==> src/mac_fc_pkg.sv <==
package mac_fc_pkg;

	// register byte offsets on the avalon slave
	localparam int ADDR_W = 12;
	localparam logic [11:0] OFF_PAUSE_CTRL = 12'h01c;
	localparam logic [11:0] OFF_CNT_CTRL = 12'h100;
	localparam logic [11:0] OFF_HIDDEN_A = 12'h10c;
	localparam logic [11:0] OFF_HIDDEN_B = 12'h110;
	localparam logic [11:0] OFF_RX_ALL = 12'h200;
	localparam logic [11:0] OFF_TX_LONG = 12'h120;

	// reset values and writable-bit masks
	localparam logic [31:0] PAUSE_CTRL_RST = 32'h0050_0002;
	localparam logic [31:0] PAUSE_CTRL_MASK = 32'hffff_0002;
	localparam logic [31:0] CNT_CTRL_RST = 32'h0000_2f72;
	localparam logic [31:0] CNT_CTRL_MASK = 32'h0000_3ffa;
	localparam logic [31:0] HIDDEN_RST = 32'h0000_0000;

	// field positions
	localparam int PT_LSB = 16;
	localparam int FCE_BIT = 1;
	localparam int FCB_BIT = 0;
	localparam int MAX_FRAME_LENGTH_LSB = 3;
	localparam int MAX_FRAME_LENGTH_W = 11;

	// one pause quantum is 512 bit times, 5120 ns at 100 Mb/s
	localparam int CLK_PERIOD_NS = 10;
	localparam int SLOT_TIME_NS = 5120;
	localparam int SLOT_CYCLES = SLOT_TIME_NS / CLK_PERIOD_NS;

	typedef enum logic {PS_IDLE, PS_SEND} pause_st_t;

	// lowest byte address carries bits 31:24, so lanes are swapped end for end
	function automatic logic [31:0] byte_swap(input logic [31:0] v);
		byte_swap = {v[7:0], v[15:8], v[23:16], v[31:24]};
	endfunction : byte_swap

	function automatic logic [31:0] lane_merge(input logic [31:0] old, input logic [31:0] nw,
		input logic [3:0] be);
		lane_merge = old;
		for (int i = 0; i < 4; i++)
		begin
			if (be[i])
			begin
				lane_merge[i*8 +: 8] = nw[i*8 +: 8];
			end
		end
	endfunction : lane_merge

endpackage : mac_fc_pkg

==> src/mac_flow_stats.sv <==
// Design decision made here: register access over Avalon-MM.
`timescale 1ns/1ps
// Operation
// a sent pause frame carries the 16-bit pause time from bits 31:16
// with honour enable set, received pause frames stall the transmitter; enable resets to 1
// writing 1 to the busy bit starts one pause frame; bit reads 1 meanwhile
// busy bit clears itself once the pause frame is fully sent
// software waits for busy to read 0 before asking another pause frame
// 11-bit max frame length at bits 13:3; longer sent frames count as long
// software must write 1 to bit 1 of the counter control word
// software loads bytes 10ch to 10fh with ffh before operation
// software loads bytes 110h to 113h with ffh before operation
// received-frame count is 32 bits at 200h, bits 31:24 at the lowest byte
// received-frame count adds one per frame, wraps, clears only on reset
// after reset the max frame length reads 1518
module mac_flow_stats
	import mac_fc_pkg::*;
#(
	parameter int SLOT_LEN = SLOT_CYCLES
)(
	// clock and reset
	input wire logic clk,
	input wire logic rst,
	// avalon-mm slave
	input wire logic [ADDR_W-1:0] avs_address,
	input wire logic avs_read,
	input wire logic avs_write,
	input wire logic [3:0] avs_byteenable,
	input wire logic [31:0] avs_writedata,
	output logic [31:0] avs_readdata,
	output logic avs_waitrequest,
	// pause frame transmit request
	output logic pause_tx_start,
	output logic [15:0] pause_slot_count,
	input wire logic pause_tx_done,
	// received pause frames and transmitter hold-off
	input wire logic rx_pause_valid,
	input wire logic [15:0] rx_pause_quanta,
	output logic tx_hold,
	// frame events
	input wire logic rx_frame_done,
	input wire logic tx_frame_done,
	input wire logic [13:0] tx_frame_len,
	// hidden control words
	output logic [31:0] hidden_ctrl_a,
	output logic [31:0] hidden_ctrl_b
);

	initial
	begin
		if (SLOT_LEN < 1 || SLOT_LEN > 65536)
		begin
			$error("SLOT_LEN out of range");
		end
	end

	localparam logic [15:0] SLOT_LAST = 16'(SLOT_LEN - 1);

	typedef struct packed {
		pause_st_t pst;
		logic [31:0] pause_ctrl;
		logic [31:0] cnt_ctrl;
		logic [31:0] hid_a;
		logic [31:0] hid_b;
		logic [31:0] rx_all;
		logic [31:0] tx_long;
		logic [15:0] hold_quanta;
		logic [15:0] slot_cnt;
		logic hold;
		logic start;
		logic [15:0] start_time;
		logic wrq;
		logic [31:0] rdata;
	} st_t;

	localparam st_t ST_RESET = '{
		pst: PS_IDLE,
		pause_ctrl: PAUSE_CTRL_RST,
		cnt_ctrl: CNT_CTRL_RST,
		hid_a: HIDDEN_RST,
		hid_b: HIDDEN_RST,
		rx_all: 32'h0000_0000,
		tx_long: 32'h0000_0000,
		hold_quanta: 16'h0000,
		slot_cnt: 16'h0000,
		hold: 1'b0,
		start: 1'b0,
		start_time: 16'h0000,
		wrq: 1'b1,
		rdata: 32'h0000_0000
	};

	st_t q;
	st_t d;

	logic req;
	logic wr_take;
	logic fcb_set;
	logic [31:0] wdata_s;
	logic [3:0] be_s;
	logic [31:0] rd_word;
	logic [MAX_FRAME_LENGTH_W-1:0] max_len;

	always_comb
	begin
		d = q;
		d.start = 1'b0;
		req = avs_read | avs_write;
		wdata_s = byte_swap(avs_writedata);
		be_s = {avs_byteenable[0], avs_byteenable[1], avs_byteenable[2], avs_byteenable[3]};
		max_len = q.cnt_ctrl[MAX_FRAME_LENGTH_LSB +: MAX_FRAME_LENGTH_W];

		// read mux; unmapped addresses read zero
		unique case (avs_address)
			OFF_PAUSE_CTRL: rd_word = q.pause_ctrl | {31'h0, q.pst == PS_SEND};
			OFF_CNT_CTRL: rd_word = q.cnt_ctrl;
			OFF_HIDDEN_A: rd_word = q.hid_a;
			OFF_HIDDEN_B: rd_word = q.hid_b;
			OFF_RX_ALL: rd_word = q.rx_all;
			OFF_TX_LONG: rd_word = q.tx_long;
			default: rd_word = 32'h0000_0000;
		endcase

		// one wait cycle per access keeps readdata and waitrequest registered
		d.wrq = !(req && q.wrq);
		if (avs_read && q.wrq)
		begin
			d.rdata = byte_swap(rd_word);
		end

		// pause frame completion first, so a same-cycle new request wins
		if (q.pst == PS_SEND && pause_tx_done)
		begin
			d.pst = PS_IDLE;
		end

		wr_take = avs_write && !q.wrq;
		fcb_set = 1'b0;
		if (wr_take)
		begin
			unique case (avs_address)
				OFF_PAUSE_CTRL:
				begin
					d.pause_ctrl = lane_merge(q.pause_ctrl, wdata_s, be_s) & PAUSE_CTRL_MASK;
					fcb_set = be_s[0] && wdata_s[FCB_BIT];
				end
				OFF_CNT_CTRL: d.cnt_ctrl = lane_merge(q.cnt_ctrl, wdata_s, be_s) & CNT_CTRL_MASK;
				OFF_HIDDEN_A: d.hid_a = lane_merge(q.hid_a, wdata_s, be_s);
				OFF_HIDDEN_B: d.hid_b = lane_merge(q.hid_b, wdata_s, be_s);
				default: d.hid_a = q.hid_a;
			endcase
		end

		// a request while busy is dropped unless pause_tx_done comes that cycle: software is expected to poll first
		if (fcb_set && (q.pst == PS_IDLE || pause_tx_done))
		begin
			d.pst = PS_SEND;
			d.start = 1'b1;
			d.start_time = d.pause_ctrl[PT_LSB +: 16];
		end

		if (rx_frame_done)
		begin
			d.rx_all = q.rx_all + 32'h0000_0001;
		end

		if (tx_frame_done && tx_frame_len > {3'h0, max_len})
		begin
			d.tx_long = q.tx_long + 32'h0000_0001;
		end

		// received pause: a new frame restarts the hold with its own quanta
		if (!q.pause_ctrl[FCE_BIT])
		begin
			d.hold = 1'b0;
			d.hold_quanta = 16'h0000;
			d.slot_cnt = 16'h0000;
		end
		else if (rx_pause_valid)
		begin
			d.hold = rx_pause_quanta != 16'h0000;
			d.hold_quanta = rx_pause_quanta;
			d.slot_cnt = 16'h0000;
		end
		else if (q.hold)
		begin
			if (q.slot_cnt == SLOT_LAST)
			begin
				d.slot_cnt = 16'h0000;
				d.hold_quanta = q.hold_quanta - 16'h0001;
				d.hold = q.hold_quanta != 16'h0001;
			end
			else
			begin
				d.slot_cnt = q.slot_cnt + 16'h0001;
			end
		end
	end

	always_ff @(posedge clk)
	begin
		if (rst)
		begin
			q <= ST_RESET;
		end
		else
		begin
			q <= d;
		end
	end

	assign avs_readdata = q.rdata;
	assign avs_waitrequest = q.wrq;
	assign pause_tx_start = q.start;
	assign pause_slot_count = q.start_time;
	assign tx_hold = q.hold;
	assign hidden_ctrl_a = q.hid_a;
	assign hidden_ctrl_b = q.hid_b;

endmodule : mac_flow_stats

==> config.mk <==
export PLATFORM = sky130hd
export DESIGN_NAME = mac_flow_stats
export DESIGN_NICKNAME = d
export VERILOG_FILES = /design/src/mac_fc_pkg.sv /design/src/mac_flow_stats.sv
export SDC_FILE = /design/constraint.sdc
export NUM_CORES = 1
export LEC_CHECK = 0
export BUFFER_PORTS_ARGS = -buffer_cell sky130_fd_sc_hd__clkbuf_2
export CAP_MARGIN = 20
export CELL_PAD_IN_SITES_DETAIL_PLACEMENT = 0
export CELL_PAD_IN_SITES_GLOBAL_PLACEMENT = 1
export CORE_MARGIN = 4
export CORE_UTILIZATION = 43
export CTS_CLUSTER_DIAMETER = 40
export DETAILED_ROUTE_END_ITERATION = 10
export HOLD_SLACK_MARGIN = 0.02
export PLACE_DENSITY_LB_ADDON = 0.05
export SKIP_CTS_REPAIR_TIMING = 1
export SLEW_MARGIN = 20
export SYNTH_ARGS = -nofsm -noshare
export SYNTH_HDL_FRONTEND = slang
export SYNTH_SLANG_ARGS = --single-unit
==> constraint.sdc <==
create_clock -name clk -period 3 [get_ports clk]
set_input_delay 0.3 -clock clk [delete_from_list [all_inputs] [get_ports clk]]
set_output_delay 0.3 -clock clk [all_outputs]
set_load 0.05 [all_outputs]
Word-level counts from Yosys, hierarchy flattened --
Cells that the tools add are included.
Operators by class: add/subtract/negate cells 4, magnitude comparators 1, equality and inequality tests 8, multiplexer cells 29, bitwise logic cells 4, reductions and logical operators 28
Operators with widths (number):
- 32-bit one-hot mux with 6 select lines | 1
- 128-bit 2-to-1 mux | 1
- 32-bit 2-to-1 mux | 3
- 8-bit 2-to-1 mux | 11
- 33-bit 2-to-1 mux | 2
- 32-bit by 1-bit adder with 32-bit output (second input constant) | 2
- 12-bit by 9-bit == test with 1-bit output (second input constant) | 4
- 3-bit AND reduction | 11
- 16-bit 2-to-1 mux | 2
- 32-bit by 1-bit bitwise OR with 32-bit output | 1
- 17-bit 2-to-1 mux | 1
- 16-bit by 1-bit adder with 16-bit output (second input constant) | 1
- 16-bit by 9-bit == test with 1-bit output (second input constant) | 1
- 16-bit by 1-bit inequality test with 1-bit output (second input constant) | 1
- 16-bit nonzero test | 1
- 16-bit by 1-bit subtractor with 16-bit output (second input constant) | 1
- 14-bit by 11-bit greater-than comparator with 1-bit output | 1
- 14-bit 2-to-1 mux | 1
- 12-bit by 10-bit == test with 1-bit output (second input constant) | 1
- 12-bit by 5-bit == test with 1-bit output (second input constant) | 1
- 1-bit logical AND | 7
- 6-bit 2-to-1 mux | 1
- 2-bit nonzero test | 3
- 1-bit 2-to-1 mux | 5
- other kinds (8) | 10
Word-level totals: register bits 241, input bits 86, output and inout bits 115, word-level logic and storage cells 96

Depth between registers and ports, before layout --
depth in word-level cells 5, depth in mapped cells 9, gate-level depth less buffers 8

Worst setup path before layout --
No wires, ideal clock.
path type reg-to-reg, start register q, in the netlist tx_hold, end register q[55] (netlist bit), setup time 0.128 ns, arrival 2.161 ns, required time 2.872 ns, slack 0.711 ns, stages on the path, launching flop included 9, buffers on the path 3, period minus slack after synthesis 2.289 ns, path through dfxtp_1 -> buf_2 -> nand2_1 -> nor3_2 -> and2_1 -> clkbuf_1 -> or3_1 -> clkbuf_1 -> nor2_1
RTL lines:
- start: declaration | RTL line mac_flow_stats.sv:93 | st_t q;
- start signal: assignment | RTL line mac_flow_stats.sv:204 | q <= ST_RESET;
- start signal: assignment | RTL line mac_flow_stats.sv:208 | q <= d;

Worst setup path in the final report --
start register q, in the netlist max_len[9], end register q[84] (netlist bit)
Between the ends: cells in the longest elaborated chain, start to end 2
Ends and longest elaborated chain:
- 14-bit by 11-bit greater-than comparator with 1-bit output | RTL line mac_flow_stats.sv:167 | if (tx_frame_done && tx_frame_len > {3'h0, max_len})
- 1-bit logical AND | RTL line mac_flow_stats.sv:167
No other way between the ends. A chain may end at the register's enable or synchronous reset.

==> impl_metrics.json <==
{
  "grt_pass1_vias": 9436,
  "worstPathCellList": "inv_1 -> ha_1 -> a21o_1 -> a211oi_1 -> o211ai_1 -> o21ai_2 -> mux2i_1 -> nor2_1",
  "crit_path_end_kind": "flop",
  "fmax_mhz": 364,
  "start_kind": "flop",
  "die-height_um": 173,
  "critical_path_class": "flop to flop",
  "initialDrtViolationCount": 893,
  "grt_use_total": 0.232,
  "comb_power_share": 0.040,
  "port_buffers": 200,
  "io_pins": 201,
  "final.setup.tns_ns": 0,
  "synthDistinctLibCells": 60,
  "synth_ff_type": "dfxtp_1",
  "synthesis.instances": 1318,
  "grt_max_degree": 85,
  "synth_warnings": 0,
  "ctsRootBufferMaster": "clkbuf_16",
  "gp_congestion": 0.852,
  "areaGrowthSynthToFinish_pct": 17.2,
  "preCtsSetupSlack_ns": 0.266,
  "ant_nets": 0,
  "skew_ns": 0.0268,
  "cp.required_ns": 3.38,
  "seqPwrFrac": 0.390,
  "drv_cap": 0,
  "crit_slowest_cell": "o21ai_2",
  "utilization": 0.510,
  "nFillCells": 2621,
  "swShare": 0.227,
  "critPathMaxStageDelay_ns": 0.74,
  "syn_nets": 1420,
  "grt_pass1_wl_mm": 55.9,
  "crit_arrival_ns": 3.12,
  "intPower_mw": 6.46,
  "wl_per_cell_um": 20.0,
  "cts_tree": "built",
  "rows": 60,
  "cts_buffers": 40,
  "drv_slew": 0,
  "path_delay_family": "compound AO/OA/AOI/OAI gates",
  "initial_utilization": 0.435,
  "synth_edf_count": 0,
  "r2r_start": "max_len[9]",
  "synth_async_sr_flop_share": 0,
  "slew_headroom": 0.340,
  "num-nets-final": 1517,
  "setup_viol": 0,
  "status": "finished clean",
  "die_w_um": 173,
  "synth_seq_cells": 241,
  "finalCritPeriodShare": 0.915,
  "worst_pin_slew_ns": 0.990,
  "holdCritPathClass": "input pin to flop",
  "num_vias": 9850,
  "worst_slack_ns": 0.256,
  "cp_max_fo": 18,
  "clock_latency_ns": 0.53,
  "drive_above_1_share": 0.232,
  "ys_seq_area_frac": 0.414,
  "firstDrtPassIters": 8,
  "rsz0062_at_grt": "no",
  "core_mm2": 0.0268,
  "dpl.hpwl_mm": 26.2,
  "finalCriticalPeriod_ns": 2.74,
  "path_clk_slew_ns": 0.05,
  "hold_violations": 0,
  "syn_area_per_cell_um2": 8.85,
  "p_switching_mw": 1.90,
  "yosysTopAreaCell": "dfxtp_1",
  "synth_area_leaders": "dfxtp_1 41%, buf_4 7.3%, mux2i_1 7.0%, nor2_1 6.2%, nand2_1 3.0%",
  "antenna_found_initial": 0,
  "vdd_drop_max_mv": 0.379,
  "crit_buf_inv": 1,
  "clkPwrFrac": 0.570,
  "powerDensity_mw_per_mm2": 611,
  "drc_errors": 0,
  "n_antenna_cell": 0,
  "crit_start": "max_len[9]",
  "overflow": 0,
  "clock_sinks": 241,
  "drt-total-wl_mm": 35.7,
  "vias_per_cell": 5.52,
  "final_cell_mix": "241 x dfxtp_1, 199 x clkbuf_2, 194 x nor2_1",
  "p_leak_nw": 5.01,
  "clk_path_buf_depth": 3,
  "synth_top_area_frac": 0.414,
  "die_area_mm2": 0.0298,
  "cts.htree.levels": 2,
  "syn_area_mm2": 0.0117,
  "min_from": "avs_writedata[26]",
  "mostFrequentLayoutCell": "dfxtp_1"
}
[state kept, by name (all words and copies together) (netlist names)]
| register | flops |
|---|---|
| max_len | 11 |
| pause_tx_start | 1 |
| hidden_ctrl_b | 32 |
| tx_hold | 1 |
| avs_readdata | 32 |
| avs_waitrequest | 1 |
| q | 115 |
| hidden_ctrl_a | 32 |
| pause_slot_count | 16 |
[cells by family (layout without fill, tap and decap cells)]
kind of cell               after synthesis  after routing  synth area share
AOI/OAI and AO/OA                      249            249             0.156
xor gates and xnor gates                67             67            0.0503
adders and majority gates               16             16            0.0172
buffers and inverters                  201            328             0.103
DFF                                    241            241             0.414
muxes                                   81             81            0.0695
and+or+nand+nor                        463            463             0.190
[Yosys cell counts, types with 17 or more instances]
| master | number |
|---|---|
| nor2_1 | 194 |
| buf_4 | 114 |
| xnor2_1 | 30 |
| inv_1 | 21 |
| o21ai_0 | 23 |
| a211oi_1 | 18 |
| clkbuf_1 | 49 |
| mux2i_1 | 81 |
| or3_1 | 17 |
| dfxtp_1 | 241 |
| nand4_1 | 27 |
| o21ai_1 | 30 |
| a22oi_1 | 22 |
| nor3_1 | 25 |
| xor2_1 | 37 |
| nand3_1 | 28 |
| and3_1 | 20 |
| a221oi_1 | 30 |
| nand2_1 | 93 |
| o2bb2ai_1 | 17 |
| a21oi_1 | 37 |
[worst register-to-register path, stage by stage, from the launching register on]
cell and delay, ns:
dfxtp_1 0.36, inv_1 0.06, ha_1 0.28, a21o_1 0.16, a211oi_1 0.29, o211ai_1 0.39, o21ai_2 0.74, mux2i_1 0.27
nor2_1 0.05
[final timing paths]
path | slack [ns] | cells after the start | end
hold / removal | 0.04 | 3 | hidden_ctrl_b[2]
setup / recovery | 0.26 | 8 | q[84]
hold reg to reg | 0.45 | 2 | avs_readdata[4]
setup reg to reg | 0.26 | 8 | q[84]
[cell type report]
type,count,area (um^2),share of cell area
multi-input cells,876,5680,0.415
flip-flops and latches,241,4820,0.353
repair buffers,233,1270,0.0926
clock buffers,49,1090,0.0794
well taps,341,427,0.0312
clock inverters,23,309,0.0226
inverters,23,86.3,0.00631
[layer usage]
metal,vias up,wire length (um),GRT usage
met4,0,520,0.0552
met1,4725,16700,0.336
met3,40,2030,0.0383
met2,275,16400,0.365
met5,-,0,0
li1,4810,-,-
[per-stage QoR]
stage | std cells | area (um^2) | total power [mW] | hold slack, ns
CTS | 1785 | 13700 | 8.44 | -0.0173
global route | 1786 | 13700 | 8.63 | 0.0394
global placement | 1713 | 12300 | 3.65 | 0.437
floorplan | 1318 | 11700 | 3.49 | 0.400
finish | 1786 | 13700 | 8.36 | 0.0356
detailed placement | 1713 | 12300 | 3.65 | 0.446
[power groups by stage]
stage | clock [mW] | sequential (mW) | combinational, mW
global placement | 0 | 3.32 | 0.329
finish | 4.77 | 3.26 | 0.331
CTS | 4.85 | 3.26 | 0.331
floorplan | 0 | 3.32 | 0.168
global route | 5.00 | 3.26 | 0.365
detailed placement | 0 | 3.32 | 0.329
Power figures use the tool's default switching activity.
